## src/logic/diag_record_pkg.sv

```systemverilog
`default_nettype none
package diag_record_pkg;

   // record shape
   localparam int NUM_INPUTS       = 16;
   localparam int NUM_COUNTERS     = 4;
   localparam int SRC_PER_COUNTER  = 4;
   localparam int NUM_GROUPS       = 8;
   localparam int NUM_SOURCES      = NUM_INPUTS
                                     + NUM_COUNTERS * SRC_PER_COUNTER;
   localparam int FLAGS_PER_BYTE   = 4;

   // word indices; byte address is four times the index
   localparam logic [5:0] IDX_CHAN_TYPE      = 6'h04;
   localparam logic [5:0] IDX_DIAG_BITS      = 6'h05;
   localparam logic [5:0] IDX_CHAN_COUNT     = 6'h06;
   localparam logic [5:0] IDX_GROUP_ERR      = 6'h07;
   localparam logic [5:0] IDX_LOST_IN_0_3    = 6'h08;
   localparam logic [5:0] IDX_LOST_IN_4_7    = 6'h09;
   localparam logic [5:0] IDX_LOST_IN_8_11   = 6'h0a;
   localparam logic [5:0] IDX_LOST_IN_12_15  = 6'h0b;
   localparam logic [5:0] IDX_LOST_CNT_ZERO  = 6'h0c;
   localparam logic [5:0] IDX_LOST_CNT_ONE   = 6'h0d;
   localparam logic [5:0] IDX_LOST_CNT_TWO   = 6'h0e;
   localparam logic [5:0] IDX_LOST_CNT_THREE = 6'h0f;
   localparam logic [5:0] IDX_CTRL           = 6'h10;
   localparam logic [5:0] IDX_BUSY           = 6'h11;

   // descriptor contents
   localparam logic [7:0] CHAN_TYPE_DIG_IN   = 8'h70;
   localparam logic [7:0] DIAG_BITS_PER_CHAN = 8'h08;
   localparam logic [7:0] CHANNEL_COUNT      = 8'h08;

   // control register fields
   localparam int CTRL_CAPTURE_BIT = 0;
   localparam int CTRL_CLEAR_BIT   = 1;
   localparam int CTRL_TAKEN_BIT   = 2;

   // bus answers
   localparam logic [1:0] RESP_OKAY   = 2'h0;
   localparam logic [1:0] RESP_SLVERR = 2'h2;

   // reset values
   localparam logic [31:0] RST_WORD  = 32'h0000_0000;
   localparam logic [7:0]  RST_GROUP = 8'h00;

endpackage
`default_nettype wire

```

## src/logic/level_sync.sv

```systemverilog
`timescale 1ns/10ps
`default_nettype none
module level_sync
   import diag_record_pkg::*;
#(
   parameter int WIDTH = 8
)
(
   input  wire logic             sys_clk_i,
   input  wire logic             rst_n_i,
   input  wire logic [WIDTH-1:0] async_i,
   output var  logic [WIDTH-1:0] level_o
);

   logic [WIDTH-1:0] stage1;
   logic [WIDTH-1:0] stage2;
   logic [WIDTH-1:0] stage3;

   // three stages; a bit moves only when the last two agree
   always_ff @(posedge sys_clk_i or negedge rst_n_i)
   begin
      if (!rst_n_i)
      begin
         stage1  <= '0;
         stage2  <= '0;
         stage3  <= '0;
         level_o <= '0;
      end
      else
      begin
         stage1 <= async_i;
         stage2 <= stage1;
         stage3 <= stage2;
         for (int i = 0; i < WIDTH; i++)
         begin
            if (stage2[i] == stage3[i])
               level_o[i] <= stage3[i];
         end
      end
   end

endmodule
`default_nettype wire

```

## src/logic/lost_irq_tracker.sv

```systemverilog
`timescale 1ns/10ps
`default_nettype none
module lost_irq_tracker
   import diag_record_pkg::*;
#(
   parameter int N = 32
)
(
   input  wire logic         sys_clk_i,
   input  wire logic         rst_n_i,
   input  wire logic [N-1:0] event_i,
   input  wire logic [N-1:0] done_i,
   input  wire logic [N-1:0] clear_i,
   output var  logic [N-1:0] busy_o,
   output var  logic [N-1:0] lost_o
);

   logic [N-1:0] busy_end;

   // a source whose handling ends this cycle may take a new event
   assign busy_end = busy_o & done_i;

   // handling in progress per source
   always_ff @(posedge sys_clk_i or negedge rst_n_i)
   begin
      if (!rst_n_i)
         busy_o <= '0;
      else
         busy_o <= (busy_o & ~done_i) | event_i;
   end

   // event on a busy source is lost; set wins over clear
   always_ff @(posedge sys_clk_i or negedge rst_n_i)
   begin
      if (!rst_n_i)
         lost_o <= '0;
      else
         lost_o <= (lost_o & ~clear_i)
                   | (event_i & busy_o & ~busy_end);
   end

endmodule
`default_nettype wire

```

## src/logic/io_counter_diag_record.sv

```systemverilog
`timescale 1ns/10ps
`default_nettype none
module io_counter_diag_record
   import diag_record_pkg::*;
#(
   parameter int ADDR_W = 8
)
(
   input  wire logic              sys_clk_i,
   input  wire logic              nrst_i,
   // channel group error levels from the field side
   input  wire logic [NUM_GROUPS-1:0]  group_err_i,
   // process interrupt requests and end-of-handling, same clock
   input  wire logic [NUM_SOURCES-1:0] irq_event_i,
   input  wire logic [NUM_SOURCES-1:0] irq_done_i,
   // axi4-lite slave
   input  wire logic [ADDR_W-1:0] s_axi_awaddr,
   input  wire logic [2:0]        s_axi_awprot,
   input  wire logic              s_axi_awvalid,
   output var  logic              s_axi_awready,
   input  wire logic [31:0]       s_axi_wdata,
   input  wire logic [3:0]        s_axi_wstrb,
   input  wire logic              s_axi_wvalid,
   output var  logic              s_axi_wready,
   output var  logic [1:0]        s_axi_bresp,
   output var  logic              s_axi_bvalid,
   input  wire logic              s_axi_bready,
   input  wire logic [ADDR_W-1:0] s_axi_araddr,
   input  wire logic [2:0]        s_axi_arprot,
   input  wire logic              s_axi_arvalid,
   output var  logic              s_axi_arready,
   output var  logic [31:0]       s_axi_rdata,
   output var  logic [1:0]        s_axi_rresp,
   output var  logic              s_axi_rvalid,
   input  wire logic              s_axi_rready
);

   ////////////////////////////////////////////////////////////////////////
   // reset release

   logic rst_meta;
   logic rst_n;

   // async assert, two-stage release
   always_ff @(posedge sys_clk_i or negedge nrst_i)
   begin
      if (!nrst_i)
      begin
         rst_meta <= 1'b0;
         rst_n    <= 1'b0;
      end
      else
      begin
         rst_meta <= 1'b1;
         rst_n    <= rst_meta;
      end
   end

   ////////////////////////////////////////////////////////////////////////
   // declarations

   logic [NUM_GROUPS-1:0]  group_err;
   logic [NUM_SOURCES-1:0] busy;
   logic [NUM_SOURCES-1:0] lost;
   logic [NUM_SOURCES-1:0] clear_vec;
   logic [NUM_GROUPS-1:0]  snap_group;
   logic [NUM_SOURCES-1:0] snap_lost;
   logic                   snap_taken;
   logic                   capture;
   logic                   clear_lost;
   logic [ADDR_W-1:0]      aw_addr;
   logic                   aw_got;
   logic [31:0]            w_data;
   logic [3:0]             w_strb;
   logic                   w_got;
   logic                   do_write;
   logic [5:0]             aw_idx;
   logic [5:0]             ar_idx;
   logic                   ctrl_hit;
   logic [31:0]            read_word;
   logic                   read_ok;

   ////////////////////////////////////////////////////////////////////////
   // field-side levels and lost-interrupt tracking

   level_sync #(
      .WIDTH (NUM_GROUPS)
   ) u_group_sync (
      .sys_clk_i (sys_clk_i),
      .rst_n_i   (rst_n),
      .async_i   (group_err_i),
      .level_o   (group_err)
   );

   // software clear reaches every source at once
   assign clear_vec = {NUM_SOURCES{clear_lost}};

   lost_irq_tracker #(
      .N (NUM_SOURCES)
   ) u_tracker (
      .sys_clk_i (sys_clk_i),
      .rst_n_i   (rst_n),
      .event_i   (irq_event_i),
      .done_i    (irq_done_i),
      .clear_i   (clear_vec),
      .busy_o    (busy),
      .lost_o    (lost)
   );

   ////////////////////////////////////////////////////////////////////////
   // snapshot of the record

   // software reads the record from the frozen copy, so bytes never tear; the busy word is read live
   always_ff @(posedge sys_clk_i or negedge rst_n)
   begin
      if (!rst_n)
      begin
         snap_group <= RST_GROUP;
         snap_lost  <= '0;
         snap_taken <= 1'b0;
      end
      else if (capture)
      begin
         snap_group <= group_err;
         snap_lost  <= lost;
         snap_taken <= 1'b1;
      end
   end

   ////////////////////////////////////////////////////////////////////////
   // record byte layout

   // four flags spread over even bits, odd bits fixed zero
   function automatic logic [7:0] spread(input logic [3:0] f);
      spread = {1'b0, f[3], 1'b0, f[2], 1'b0, f[1], 1'b0, f[0]};
   endfunction

   // flag group m of the snapshot in byte form
   function automatic logic [7:0] lost_byte(input int m,
                                            input logic [31:0] v);
      lost_byte = spread(v[m*FLAGS_PER_BYTE +: FLAGS_PER_BYTE]);
   endfunction

   assign ar_idx = s_axi_araddr[7:2];

   // read mux; unmapped words answer slverr with zero data
   always_comb
   begin
      read_word = RST_WORD;
      read_ok   = 1'b1;
      case (ar_idx)
         IDX_CHAN_TYPE:
            read_word[7:0] = CHAN_TYPE_DIG_IN;
         IDX_DIAG_BITS:
            read_word[7:0] = DIAG_BITS_PER_CHAN;
         IDX_CHAN_COUNT:
            read_word[7:0] = CHANNEL_COUNT;
         IDX_GROUP_ERR:
            read_word[7:0] = snap_group;
         IDX_LOST_IN_0_3:
            read_word[7:0] = lost_byte(0, snap_lost);
         IDX_LOST_IN_4_7:
            read_word[7:0] = lost_byte(1, snap_lost);
         IDX_LOST_IN_8_11:
            read_word[7:0] = lost_byte(2, snap_lost);
         IDX_LOST_IN_12_15:
            read_word[7:0] = lost_byte(3, snap_lost);
         IDX_LOST_CNT_ZERO:
            read_word[7:0] = lost_byte(4, snap_lost);
         IDX_LOST_CNT_ONE:
            read_word[7:0] = lost_byte(5, snap_lost);
         IDX_LOST_CNT_TWO:
            read_word[7:0] = lost_byte(6, snap_lost);
         IDX_LOST_CNT_THREE:
            read_word[7:0] = lost_byte(7, snap_lost);
         IDX_CTRL:
            read_word[CTRL_TAKEN_BIT] = snap_taken;
         IDX_BUSY:
            read_word = busy;
         default:
            read_ok = 1'b0;
      endcase
   end

   ////////////////////////////////////////////////////////////////////////
   // axi4-lite write path

   assign aw_idx   = aw_addr[7:2];
   assign ctrl_hit = (aw_idx == IDX_CTRL);
   assign do_write = aw_got & w_got & ~s_axi_bvalid;

   // address channel; reopens only after the response is taken
   always_ff @(posedge sys_clk_i or negedge rst_n)
   begin
      if (!rst_n)
      begin
         s_axi_awready <= 1'b0;
         aw_got        <= 1'b0;
         aw_addr       <= '0;
      end
      else if (s_axi_awready && s_axi_awvalid)
      begin
         s_axi_awready <= 1'b0;
         aw_got        <= 1'b1;
         aw_addr       <= s_axi_awaddr;
      end
      else if (do_write)
         aw_got <= 1'b0;
      else if (!aw_got && !s_axi_bvalid)
         s_axi_awready <= 1'b1;
   end

   // data channel, independent of the address channel
   always_ff @(posedge sys_clk_i or negedge rst_n)
   begin
      if (!rst_n)
      begin
         s_axi_wready <= 1'b0;
         w_got        <= 1'b0;
         w_data       <= RST_WORD;
         w_strb       <= 4'h0;
      end
      else if (s_axi_wready && s_axi_wvalid)
      begin
         s_axi_wready <= 1'b0;
         w_got        <= 1'b1;
         w_data       <= s_axi_wdata;
         w_strb       <= s_axi_wstrb;
      end
      else if (do_write)
         w_got <= 1'b0;
      else if (!w_got && !s_axi_bvalid)
         s_axi_wready <= 1'b1;
   end

   // response; only the control word is writable
   always_ff @(posedge sys_clk_i or negedge rst_n)
   begin
      if (!rst_n)
      begin
         s_axi_bvalid <= 1'b0;
         s_axi_bresp  <= RESP_OKAY;
      end
      else if (do_write)
      begin
         s_axi_bvalid <= 1'b1;
         s_axi_bresp  <= ctrl_hit ? RESP_OKAY : RESP_SLVERR;
      end
      else if (s_axi_bready)
         s_axi_bvalid <= 1'b0;
   end

   // control strobes are one-cycle pulses, the word reads back only the taken bit
   always_ff @(posedge sys_clk_i or negedge rst_n)
   begin
      if (!rst_n)
      begin
         capture    <= 1'b0;
         clear_lost <= 1'b0;
      end
      else
      begin
         capture    <= do_write & ctrl_hit & w_strb[0]
                       & w_data[CTRL_CAPTURE_BIT];
         clear_lost <= do_write & ctrl_hit & w_strb[0]
                       & w_data[CTRL_CLEAR_BIT];
      end
   end

   ////////////////////////////////////////////////////////////////////////
   // axi4-lite read path

   // one read in flight; data sampled at the address handshake
   always_ff @(posedge sys_clk_i or negedge rst_n)
   begin
      if (!rst_n)
      begin
         s_axi_arready <= 1'b0;
         s_axi_rvalid  <= 1'b0;
         s_axi_rdata   <= RST_WORD;
         s_axi_rresp   <= RESP_OKAY;
      end
      else if (s_axi_arready && s_axi_arvalid)
      begin
         s_axi_arready <= 1'b0;
         s_axi_rvalid  <= 1'b1;
         s_axi_rdata   <= read_word;
         s_axi_rresp   <= read_ok ? RESP_OKAY : RESP_SLVERR;
      end
      else if (s_axi_rvalid && s_axi_rready)
         s_axi_rvalid <= 1'b0;
      else if (!s_axi_rvalid)
         s_axi_arready <= 1'b1;
   end

endmodule
`default_nettype wire

```

## config.mk

```make
export PLATFORM = sky130hd
export DESIGN_NAME = io_counter_diag_record
export DESIGN_NICKNAME = d
export VERILOG_FILES = /design/src/logic/diag_record_pkg.sv /design/src/logic/level_sync.sv /design/src/logic/lost_irq_tracker.sv /design/src/logic/io_counter_diag_record.sv
export SDC_FILE = /design/constraint.sdc
export NUM_CORES = 1
export LEC_CHECK = 0
export ABC_AREA = 1
export ABC_CLOCK_PERIOD_IN_PS = 14130
export BUFFER_PORTS_ARGS = -buffer_cell sky130_fd_sc_hd__clkbuf_2
export CAP_MARGIN = 40
export CORE_ASPECT_RATIO = 1.5
export CORE_MARGIN = 2
export CORE_UTILIZATION = 50
export CTS_CLUSTER_DIAMETER = 150
export DETAILED_ROUTE_END_ITERATION = 8
export PLACE_DENSITY = 0.82
export RECOVER_POWER = 100
export SLEW_MARGIN = 40
export SYNTH_ARGS = -nofsm -noshare
export SYNTH_HDL_FRONTEND = slang
export SYNTH_SLANG_ARGS = --single-unit
```

## constraint.sdc

```tcl
create_clock -name sys_clk_i -period 14.13 [get_ports sys_clk_i]
set_clock_uncertainty 0.1 [all_clocks]
set_input_delay 2.1195 -clock sys_clk_i [delete_from_list [all_inputs] [get_ports sys_clk_i]]
set_output_delay 2.1195 -clock sys_clk_i [all_outputs]
set_load 0.01 [all_outputs]
```

# == After elaboration in Yosys (flattened, before gate mapping) ==
# Cells that the tools add are included.
# totals
ff_bits,195
latchBits,0
ram_bits,0
mem_bits_ro,0
mem_count,0
# classes
add_sub_neg,0
multipliers,0
n_div,0
n_lt_le_gt_ge,0
eq_ne,27
shift,0
n_mux,23
bitwise,17
n_reduce_logical,20
# op_table
cell,count
32-bit AND,5
32-bit inverter,3
32-bit OR,2
5-bit case mux with 12 select lines,1
"6-bit by 4-bit == test with 1-bit output, second input constant",8
"6-bit by 3-bit == test with 1-bit output, second input constant",4
24-bit 2-to-1 mux,1
2-bit case mux with 10 select lines,1
"6-bit by 5-bit == test with 1-bit output, second input constant",3
1-bit 2-to-1 mux,17
14-bit OR reduction,1
2-bit nonzero test,6
1-bit case mux with 11 select lines,1
1-bit == test,8
1-bit AND,6
1-bit logical AND,6
"2-bit by 1-bit != test with 1-bit output, second input constant",3
2-bit AND reduction,3
2-bit 2-to-1 mux,2
1-bit zero test,3
"2-bit != test, second input constant",1
2-bit OR reduction,1
1-bit inverter,1

# == Longest topological paths before layout ==
# Gate-level depths: netlist of the first run.
# logic_depth
word_depth,5
ltp_mapped,10
depth_no_buf,9

# == Hierarchy ==
# From an unflattened synthesis of the first run, not the netlist that was laid out.
# unflattened
cells_unflattened,907
hier_area_um2,7813.7
# modules_own_cells
mod,instances,cells_each,area_each_um2,seq_area_each_um2
io_counter_diag_record,1,523,4280.4,2377.3
lost_irq_tracker,1,320,2602.5,1601.5
level_sync,1,64,930.9,800.8

# == Worst setup path before layout of the first run ==
# OpenSTA, ideal clock, no wires.
# synth_timing
path_kind,input -> register
from,in s_axi_araddr[4]
to,reg s_axi_rdata[21]
setup_time_ns,0.090
t_arrival_ns,2.905
required_time_ns,13.940
slack_ns,11.035
path_stages,7
path_cell_list,inv_1 nand2_1 nor2_4 nand2_2 buf_6 buf_12 o31ai_4
# synth_between
elab_chain_len,2
# synth_rtl
element,line,source
from (decl),io_counter_diag_record.sv:28,"input wire logic [ADDR_W-1:0] s_axi_araddr,"
6-bit by 5-bit == test with 1-bit output,io_counter_diag_record.sv:151,case (ar_idx)
24-bit 2-to-1 mux,io_counter_diag_record.sv:151,
to (signal assigned),io_counter_diag_record.sv:287,s_axi_rdata <= read_word;
to (decl),io_counter_diag_record.sv:32,"output var logic [31:0] s_axi_rdata,"
# Every way passes these cells.
# A chain may end at the register's enable or synchronous reset.

==> metrics.txt, run 1 <==
# TYPE chip_impl_metric gauge
chip_impl_info{name="outcome",value="complete, but fails checks"} 1
chip_impl_info{name="violations",value="DRC, capacitance limit, slew limit"} 1
chip_impl_info{name="dominant_combinational_cell_family_by_area_after_synthesis",value="simple AND/OR/NAND/NOR gates"} 1
chip_impl_metric{name="p_per_area",unit="nW/µm²"} 152
chip_impl_info{name="crit_family",value="buffers and inverters"} 1
chip_impl_info{name="hold_class",value="flip-flop to flip-flop"} 1
chip_impl_metric{name="finalCritPeriodShare",unit="%"} 35.6
chip_impl_metric{name="finalSetupViolations",unit=""} 0
chip_impl_metric{name="final_layout_size_suffix_gt1_share",unit="%"} 18.1
chip_impl_metric{name="grt_pass1_wl",unit="mm"} 27.0
chip_impl_metric{name="num_antenna_cells",unit=""} 0
chip_impl_metric{name="final_nets",unit=""} 1049
chip_impl_metric{name="multi_input_gate_area_in_the_final_layout",unit="µm²"} 2240
chip_impl_metric{name="drt_drc_violations_left",unit=""} 2
chip_impl_metric{name="final-seq-area",unit="µm²"} 4780
chip_impl_metric{name="yosys_warnings",unit=""} 0
chip_impl_metric{name="core.rowCount",unit=""} 55
chip_impl_metric{name="vdd_ir_drop_max",unit="V"} 0.0000911
chip_impl_metric{name="cts_hold_buf",unit=""} 0
chip_impl_metric{name="antenna_violations_before_repair",unit=""} 0
chip_impl_metric{name="synth.avg_cell_area",unit="µm²"} 9.81
chip_impl_metric{name="synth_mux_area_share",unit="%"} 0
chip_impl_info{name="slowest_stage",value="clkbuf_1"} 1
chip_impl_metric{name="wl",unit="mm"} 16.3
chip_impl_metric{name="boundaryPins",unit=""} 178
chip_impl_metric{name="yosys.area_share.xor_xnor",unit="%"} 0
chip_impl_metric{name="post_synth_instance_area",unit="µm²"} 7650
chip_impl_metric{name="grt_max_degree",unit=""} 84
chip_impl_metric{name="final_period_minus_worst_setup_slack",unit="ns"} 5.03
chip_impl_metric{name="worst_path_largest_cell_delay",unit="ns"} 2.92
chip_impl_metric{name="timing.final.hold_violations",unit=""} 0
chip_impl_metric{name="final-max-slew-violation-count",unit=""} 206
chip_impl_metric{name="postCtsResizedCells",unit=""} 0
chip_impl_metric{name="critPathRequiredTime",unit="ns"} 13.62
chip_impl_metric{name="place.detailed.hpwl",unit="mm"} 11.5
chip_impl_metric{name="post_synth_inst_count",unit=""} 780
chip_impl_metric{name="worst_pin_slew",unit="ns"} 4.07
chip_impl_info{name="tritoncts",value="done"} 1
chip_impl_metric{name="gr-total-overflow",unit=""} 0
chip_impl_info{name="yosysTopAreaCell",value="dfrtp_1"} 1
chip_impl_metric{name="num-fill-cells",unit=""} 1346
chip_impl_info{name="crit_path_start_kind",value="flip-flop"} 1
chip_impl_metric{name="max_cap_viol_count",unit=""} 4
chip_impl_metric{name="power_leakage",unit="nW"} 4.79
chip_impl_metric{name="wire_length_per_cell_after_detailed_routing",unit="µm"} 14.5
chip_impl_metric{name="yosys.cell_types.count",unit=""} 27
chip_impl_info{name="netlist_top_cells_area",value="dfrtp_1 (62%), nand2_1 (10%), inv_1 (6.0%)"} 1
chip_impl_metric{name="synth-seq-cells",unit=""} 191
chip_impl_metric{name="worst-r2r-setup-slack",unit="ns"} 9.10
chip_impl_metric{name="first_global_vias",unit=""} 5548
chip_impl_metric{name="vias_per_cell",unit=""} 4.87
chip_impl_metric{name="die-area",unit="µm²"} 16300
chip_impl_metric{name="initial_drc_count",unit=""} 364
chip_impl_metric{name="cts_buffers",unit=""} 17
chip_impl_metric{name="worstPathMaxFanout",unit=""} 79
chip_impl_metric{name="post_cts_repair_setup_buffers",unit=""} 0
chip_impl_info{name="clockRootBuffer",value="clkbuf_16"} 1
chip_impl_metric{name="numPortBuffers",unit=""} 132
chip_impl_metric{name="cts_sinks",unit=""} 191
chip_impl_metric{name="grt_usage",unit="%"} 21.3
chip_impl_metric{name="clock_tree.htree_level_count",unit=""} 4
chip_impl_info{name="crit_path_end_kind",value="async pin"} 1
chip_impl_metric{name="fp.coreArea",unit="µm²"} 15000
chip_impl_metric{name="yosysTopAreaCellShare",unit="%"} 62.5
chip_impl_metric{name="rel_slew_slack",unit="%"} -171
chip_impl_metric{name="ant_nets",unit=""} 0
chip_impl_metric{name="globalplace.congestion",unit=""} 0.885
chip_impl_info{name="timing.critical_path.cells",value="clkbuf_1"} 1
chip_impl_metric{name="routed-via-count",unit=""} 5476
chip_impl_metric{name="cp.arrival",unit="ns"} 4.52
chip_impl_metric{name="synth-seq-area-share",unit="%"} 62.5
chip_impl_metric{name="synth_compound_area_share",unit="%"} 10.3
chip_impl_metric{name="achievable-frequency",unit="GHz"} 0.199
chip_impl_info{name="setup_repair_after_global_routing_missed_its_margin",value="no"} 1
chip_impl_metric{name="clk_latency_worst_skew_pair",unit="ns"} 0.43
chip_impl_metric{name="die-height",unit="µm"} 155
chip_impl_metric{name="synthAdderAreaFrac",unit="%"} 1.05
chip_impl_metric{name="detailedRoute.firstPassIterationCount",unit=""} 6
chip_impl_metric{name="path_clk_slew",unit="ns"} 0.07
chip_impl_metric{name="hold_slack",unit="ns"} 0.250
chip_impl_metric{name="fin_tns_setup",unit="ns"} 0
chip_impl_metric{name="floorplan.die.width",unit="µm"} 105
chip_impl_info{name="path_class",value="flip-flop to async pin"} 1
chip_impl_metric{name="crit_buf_inv",unit=""} 1
chip_impl_metric{name="cts-root-to-sink-buffers",unit=""} 2
chip_impl_metric{name="floorplan.initialDensity",unit="%"} 51.0
chip_impl_metric{name="flow.area_growth_from_synthesis",unit="%"} 17.5
chip_impl_metric{name="synth_simple_gate_area_share",unit="%"} 18.0
[path summary, 6_finish.rpt]
path                                              from  cells after the start                      to
worst min register to register  u_group_sync.stage1[0]                      0  u_group_sync.stage2[0]
min in group asynchronous                        rst_n                      0         s_axi_rdata[22]
worst max-delay path                             rst_n                      1     u_tracker.lost_o[6]
worst min-delay path            u_group_sync.stage1[0]                      0  u_group_sync.stage2[0]
max in group sys_clk_i                   s_axi_arvalid                      6         s_axi_rdata[22]
worst max register to register                   rst_n                      1     u_tracker.lost_o[6]
[stage by stage]
step / util, % / cells / worst slack (ns) / power [mW] / instance area [µm²]
2_1_floorplan: - / 781 / 8.31 / 0.817 / 7650
3_3_place_gp: 56.4 / 1091 / 10.23 / 0.879 / 8470
3_5_place_dp: 56.5 / 1091 / 10.21 / 0.891 / 8480
4_1_cts: 60.6 / 1123 / 10.66 / 1.38 / 9090
5_1_grt: 59.9 / 1124 / 7.92 / 1.44 / 8990
6_report: 59.9 / 1124 / 9.10 / 1.36 / 8990
[metal layers]
metal  vias to the layer above  global-route usage (%)  wire length (µm)
met1                      2584                    24.9              6460
met4                         0                    8.38               463
li1                       2719                       -                 -
met5                         -                       0                 0
met3                        30                    4.82               680
met2                       143                    37.8              8660
[Yosys cell counts]
library cell  instances
nand3_1              37
nor4_1                1
inv_1               122
inv_2                 1
buf_12                1
nand2_1             203
clkinv_1              1
nor3_2                1
clkbuf_1             10
o21ai_0              46
buf_2                10
nor2_1               35
buf_6                 1
dfrtp_1             191
a21oi_1               5
o31ai_4              10
nand2_2               1
buf_4                 3
nand4_1              11
maj3_1                8
conb_1                2
o32ai_1               2
or2_2                26
nor2_4                4
o22ai_1              32
buf_1                 2
o31ai_1              14
[layout by cell type, fill, tap and decap left out, drive strengths merged, types with 8 or more instances in the layout]
master	netlist	layout
o21ai	46	46
nand2	204	204
nand4	11	11
inv	123	130
o31ai	24	24
or2	26	26
nand3	37	37
o22ai	32	32
dfrtp	191	191
maj3	8	8
clkbuf	10	154
nor2	39	39
[logic make-up after synthesis]
logic type | after synthesis
fa+ha+maj | 8
compound gates | 109
buf+inv | 151
simple gates | 319
flops | 191
other cells | 2
[final cells by class]
class	count	share of cell area [%]
clock inverter	14	1.92
timing repair buffer	139	7.24
tap	199	2.77
clock buffer	18	4.88
multi-input combinational	439	24.9
inverter	124	5.18
sequential	191	53.2
[sequential cells by signal (all words and copies together), names as in the netlist, 2 cells and up]
signal,flops
s_axi_rdata,32
snap_lost,32
u_tracker.busy_o,32
u_tracker.lost_o,32
snap_group,8
u_group_sync.level_o,8
u_group_sync.stage1,8
u_group_sync.stage2,8
u_group_sync.stage3,8
aw_addr,6
w_data,2
[where the power goes]
group          total, mW  internal [mW]  leakage [nW]  switching, mW
sequential         0.693          0.640          2.12         0.0528
clock              0.491          0.273         0.299          0.218
combinational      0.181         0.0652          2.37          0.115
total               1.36          0.978          4.79          0.386
No activity file was read; power rests on OpenSTA's default activity.
==> inputs of run 2 (changes only) <==
--- a/config.mk
+++ b/config.mk
@@ -6,12 +6,12 @@
 export NUM_CORES = 1
 export LEC_CHECK = 0
 export ABC_AREA = 1
-export ABC_CLOCK_PERIOD_IN_PS = 14130
+export ABC_CLOCK_PERIOD_IN_PS = 4400
 export BUFFER_PORTS_ARGS = -buffer_cell sky130_fd_sc_hd__clkbuf_2
 export CAP_MARGIN = 40
 export CORE_ASPECT_RATIO = 1.5
 export CORE_MARGIN = 2
-export CORE_UTILIZATION = 50
+export CORE_UTILIZATION = 48
 export CTS_CLUSTER_DIAMETER = 150
 export DETAILED_ROUTE_END_ITERATION = 8
 export PLACE_DENSITY = 0.82
==> constraint.sdc (replaced) <==
create_clock -name sys_clk_i -period 4.4 [get_ports sys_clk_i]
set_clock_uncertainty 0.1 [all_clocks]
set_input_delay 0.66 -clock sys_clk_i [delete_from_list [all_inputs] [get_ports sys_clk_i]]
set_output_delay 0.66 -clock sys_clk_i [all_outputs]
set_load 0.01 [all_outputs]
==> run 2 against run 1 <==
  * The flow finishes with violations (capacitance limit, slew limit)
  * Via count grew 0.75%
  * Routed wire length down 0.39%
  * Flip-flop and latch count stayed put
  * Clock power increased to 3.0 times the previous value
  * Sequential power rose to 3.2 times the previous value
  * Hold slack got worse by 0.021 ns
  * Die area up 4.0%
  * Register-to-register slack got worse by 7.5 ns
  * Non-clock buffer count rose by 1
  * Cell count rose by 0.44%
==> metrics.txt, run 2 (synthesis results as in run 1) <==
# TYPE chip_impl_metric gauge
chip_impl_metric{name="fp.coreArea",unit="µm²"} 15600
chip_impl_info{name="violations",value="capacitance limit, slew limit"} 1
chip_impl_metric{name="floorplan.die.width",unit="µm"} 107
chip_impl_info{name="timing.critical_path.cells",value="inv_1, clkbuf_1, o21ai_0"} 1
chip_impl_metric{name="clock_tree.htree_level_count",unit=""} 4
chip_impl_metric{name="ant_nets",unit=""} 0
chip_impl_metric{name="hold_slack",unit="ns"} 0.229
chip_impl_metric{name="vdd_ir_drop_max",unit="V"} 0.000231
chip_impl_metric{name="die-height",unit="µm"} 159
chip_impl_metric{name="timing.final.hold_violations",unit=""} 0
chip_impl_metric{name="grt_max_degree",unit=""} 77
chip_impl_info{name="cp_startpoint",value="capture"} 1
chip_impl_metric{name="utilization",unit="%"} 57.6
chip_impl_info{name="path_class",value="flip-flop to flip-flop"} 1
chip_impl_info{name="slowest_stage",value="clkbuf_1"} 1
chip_impl_metric{name="timing.final.ws_setup",unit="ns"} 1.62
chip_impl_info{name="tritoncts",value="done"} 1
chip_impl_metric{name="first_global_vias",unit=""} 5441
chip_impl_metric{name="antenna_violations_before_repair",unit=""} 0
chip_impl_metric{name="vias_per_cell",unit=""} 4.89
chip_impl_info{name="clockRootBuffer",value="clkbuf_16"} 1
chip_impl_info{name="outcome",value="complete, but fails checks"} 1
chip_impl_metric{name="postCtsResizedCells",unit=""} 0
chip_impl_metric{name="drt_drc_violations_left",unit=""} 0
chip_impl_metric{name="fin_tns_setup",unit="ns"} 0
chip_impl_info{name="mostFrequentLayoutCells",value="nand2_1 (203), dfrtp_1 (191), inv_1 (122), clkbuf_2 (92), o21ai_0 (46)"} 1
chip_impl_metric{name="wl",unit="mm"} 16.2
chip_impl_metric{name="cts_buffers",unit=""} 17
chip_impl_metric{name="critPathRequiredTime",unit="ns"} 4.54
chip_impl_metric{name="path_clk_slew",unit="ns"} 0.07
chip_impl_metric{name="num_antenna_cells",unit=""} 0
chip_impl_metric{name="gr-total-overflow",unit=""} 0
chip_impl_metric{name="power_leakage",unit="nW"} 4.79
chip_impl_metric{name="multi_input_gate_area_in_the_final_layout",unit="µm²"} 2260
chip_impl_metric{name="floorplan.initialDensity",unit="%"} 49.0
chip_impl_info{name="hold_class",value="input port to flip-flop"} 1
chip_impl_metric{name="p_per_area",unit="nW/µm²"} 472
chip_impl_info{name="min-delay-start",value="group_err_i[1]"} 1
chip_impl_metric{name="cts_sinks",unit=""} 191
chip_impl_metric{name="clk_latency_worst_skew_pair",unit="ns"} 0.43
chip_impl_metric{name="final_layout_size_suffix_gt1_share",unit="%"} 18.5
chip_impl_metric{name="wire_length_per_cell_after_detailed_routing",unit="µm"} 14.3
chip_impl_info{name="setup_repair_after_global_routing_missed_its_margin",value="no"} 1
chip_impl_metric{name="final-max-slew-violation-count",unit=""} 108
chip_impl_metric{name="grt_pass1_wl",unit="mm"} 26.7
chip_impl_metric{name="final_period_minus_worst_setup_slack",unit="ns"} 2.78
chip_impl_metric{name="die-area",unit="µm²"} 17000
chip_impl_metric{name="final-seq-area",unit="µm²"} 4780
chip_impl_info{name="crit_path_end_kind",value="flip-flop"} 1
chip_impl_info{name="crit_path_start_kind",value="flip-flop"} 1
chip_impl_info{name="r2r-start",value="capture"} 1
chip_impl_metric{name="rel_slew_slack",unit="%"} -17.9
chip_impl_metric{name="setup_slack_placement",unit="ns"} 2.03
chip_impl_metric{name="place.detailed.hpwl",unit="mm"} 11.6
chip_impl_metric{name="worst_pin_slew",unit="ns"} 1.77
chip_impl_metric{name="cp.arrival",unit="ns"} 2.92
chip_impl_metric{name="max_cap_viol_count",unit=""} 3
chip_impl_metric{name="routed-via-count",unit=""} 5517
chip_impl_metric{name="worstPathMaxFanout",unit=""} 39
chip_impl_metric{name="numPortBuffers",unit=""} 132
chip_impl_info{name="final_common_cell",value="nand2_1"} 1
chip_impl_metric{name="worst_path_largest_cell_delay",unit="ns"} 1.07
chip_impl_metric{name="achievable-frequency",unit="GHz"} 0.360
chip_impl_metric{name="detailedRoute.firstPassIterationCount",unit=""} 5
chip_impl_metric{name="flow.area_growth_from_synthesis",unit="%"} 17.7
chip_impl_metric{name="finalCritPeriodShare",unit="%"} 63.2
chip_impl_metric{name="grt_usage",unit="%"} 20.4
chip_impl_metric{name="globalplace.congestion",unit=""} 0.898
chip_impl_metric{name="finalSetupViolations",unit=""} 0
chip_impl_metric{name="cts-root-to-sink-buffers",unit=""} 2
chip_impl_metric{name="boundaryPins",unit=""} 178
chip_impl_metric{name="initial_drc_count",unit=""} 356
chip_impl_metric{name="num-fill-cells",unit=""} 1416
chip_impl_metric{name="core.rowCount",unit=""} 56
chip_impl_metric{name="final_nets",unit=""} 1050
-- run 2: cell count changes in the layout (fill, tap and decap cells not counted), moves of 2 or more --
cell       before  now
buf_12          0    2
bufinv_16       2    0
clkbuf_1       45   43
clkinv_4        2    5
inv_6           5    2
inv_8           2    4
-- run 2: what timing repair did --
| item | CTS | global route |
|---|---|---|
| hold buffers | 1 | 0 |
| endpoints found under the hold margin | 2 | 0 |
| setup buffers | 0 | 0 |
| endpoints found under the setup margin | 0 | 0 |
-- run 2: per-stage QoR --
step                      total power [mW]  instance area (µm²)  instances
final                                 4.25                 9010       1129
after global routing                  4.50                 9010       1129
after CTS                             4.32                 9070       1129
after detailed placement              2.86                 8510       1096
after global placement                2.82                 8480       1095
after floorplan                       2.62                 7650        781
-- run 2: path summary, 6_finish.rpt --
kind / end / depth (start not counted) / slack [ns]
max reg2reg: snap_lost[15] / 3 / 1.62
max: snap_lost[15] / 3 / 1.62
min in group asynchronous: rst_meta / 2 / 0.44
min reg2reg: u_group_sync.stage2[3] / 0 / 0.25
max in group asynchronous: u_tracker.lost_o[0] / 1 / 2.38
min: u_group_sync.stage1[1] / 1 / 0.23
-- run 2: critical path, delay by kind of cell, from the launching register on --
kind / cells / cell delay [ns]
AO/OA/AOI/OAI: 1 / 0.22
buffers and inverters: 2 / 1.67
flip-flops: 1 / 0.59
-- run 2: metal layers --
| layer | up-vias | track usage [%] | routed length [µm] |
|---|---|---|---|
| met5 | - | 0 | 0 |
| met4 | 0 | 7.30 | 323 |
| met3 | 25 | 4.09 | 644 |
| met2 | 127 | 34.6 | 8380 |
| met1 | 2633 | 26.0 | 6860 |
| li1 | 2732 | - | - |
-- run 2: layout make-up --
class                           count  area share, %
Multi-Input combinational cell    439           25.1
Timing Repair Buffer              140           7.67
Sequential cell                   191           53.1
Inverter                          124           5.17
Clock inverter                     14           1.40
Clock buffer                       18           4.76
Tap cell                          203           2.82
-- run 2: power breakdown --
part | switching, mW | internal (mW)
combinational | 0.375 | 0.214
clock | 0.701 | 0.745
sequential | 0.163 | 2.06
total | 1.24 | 3.01
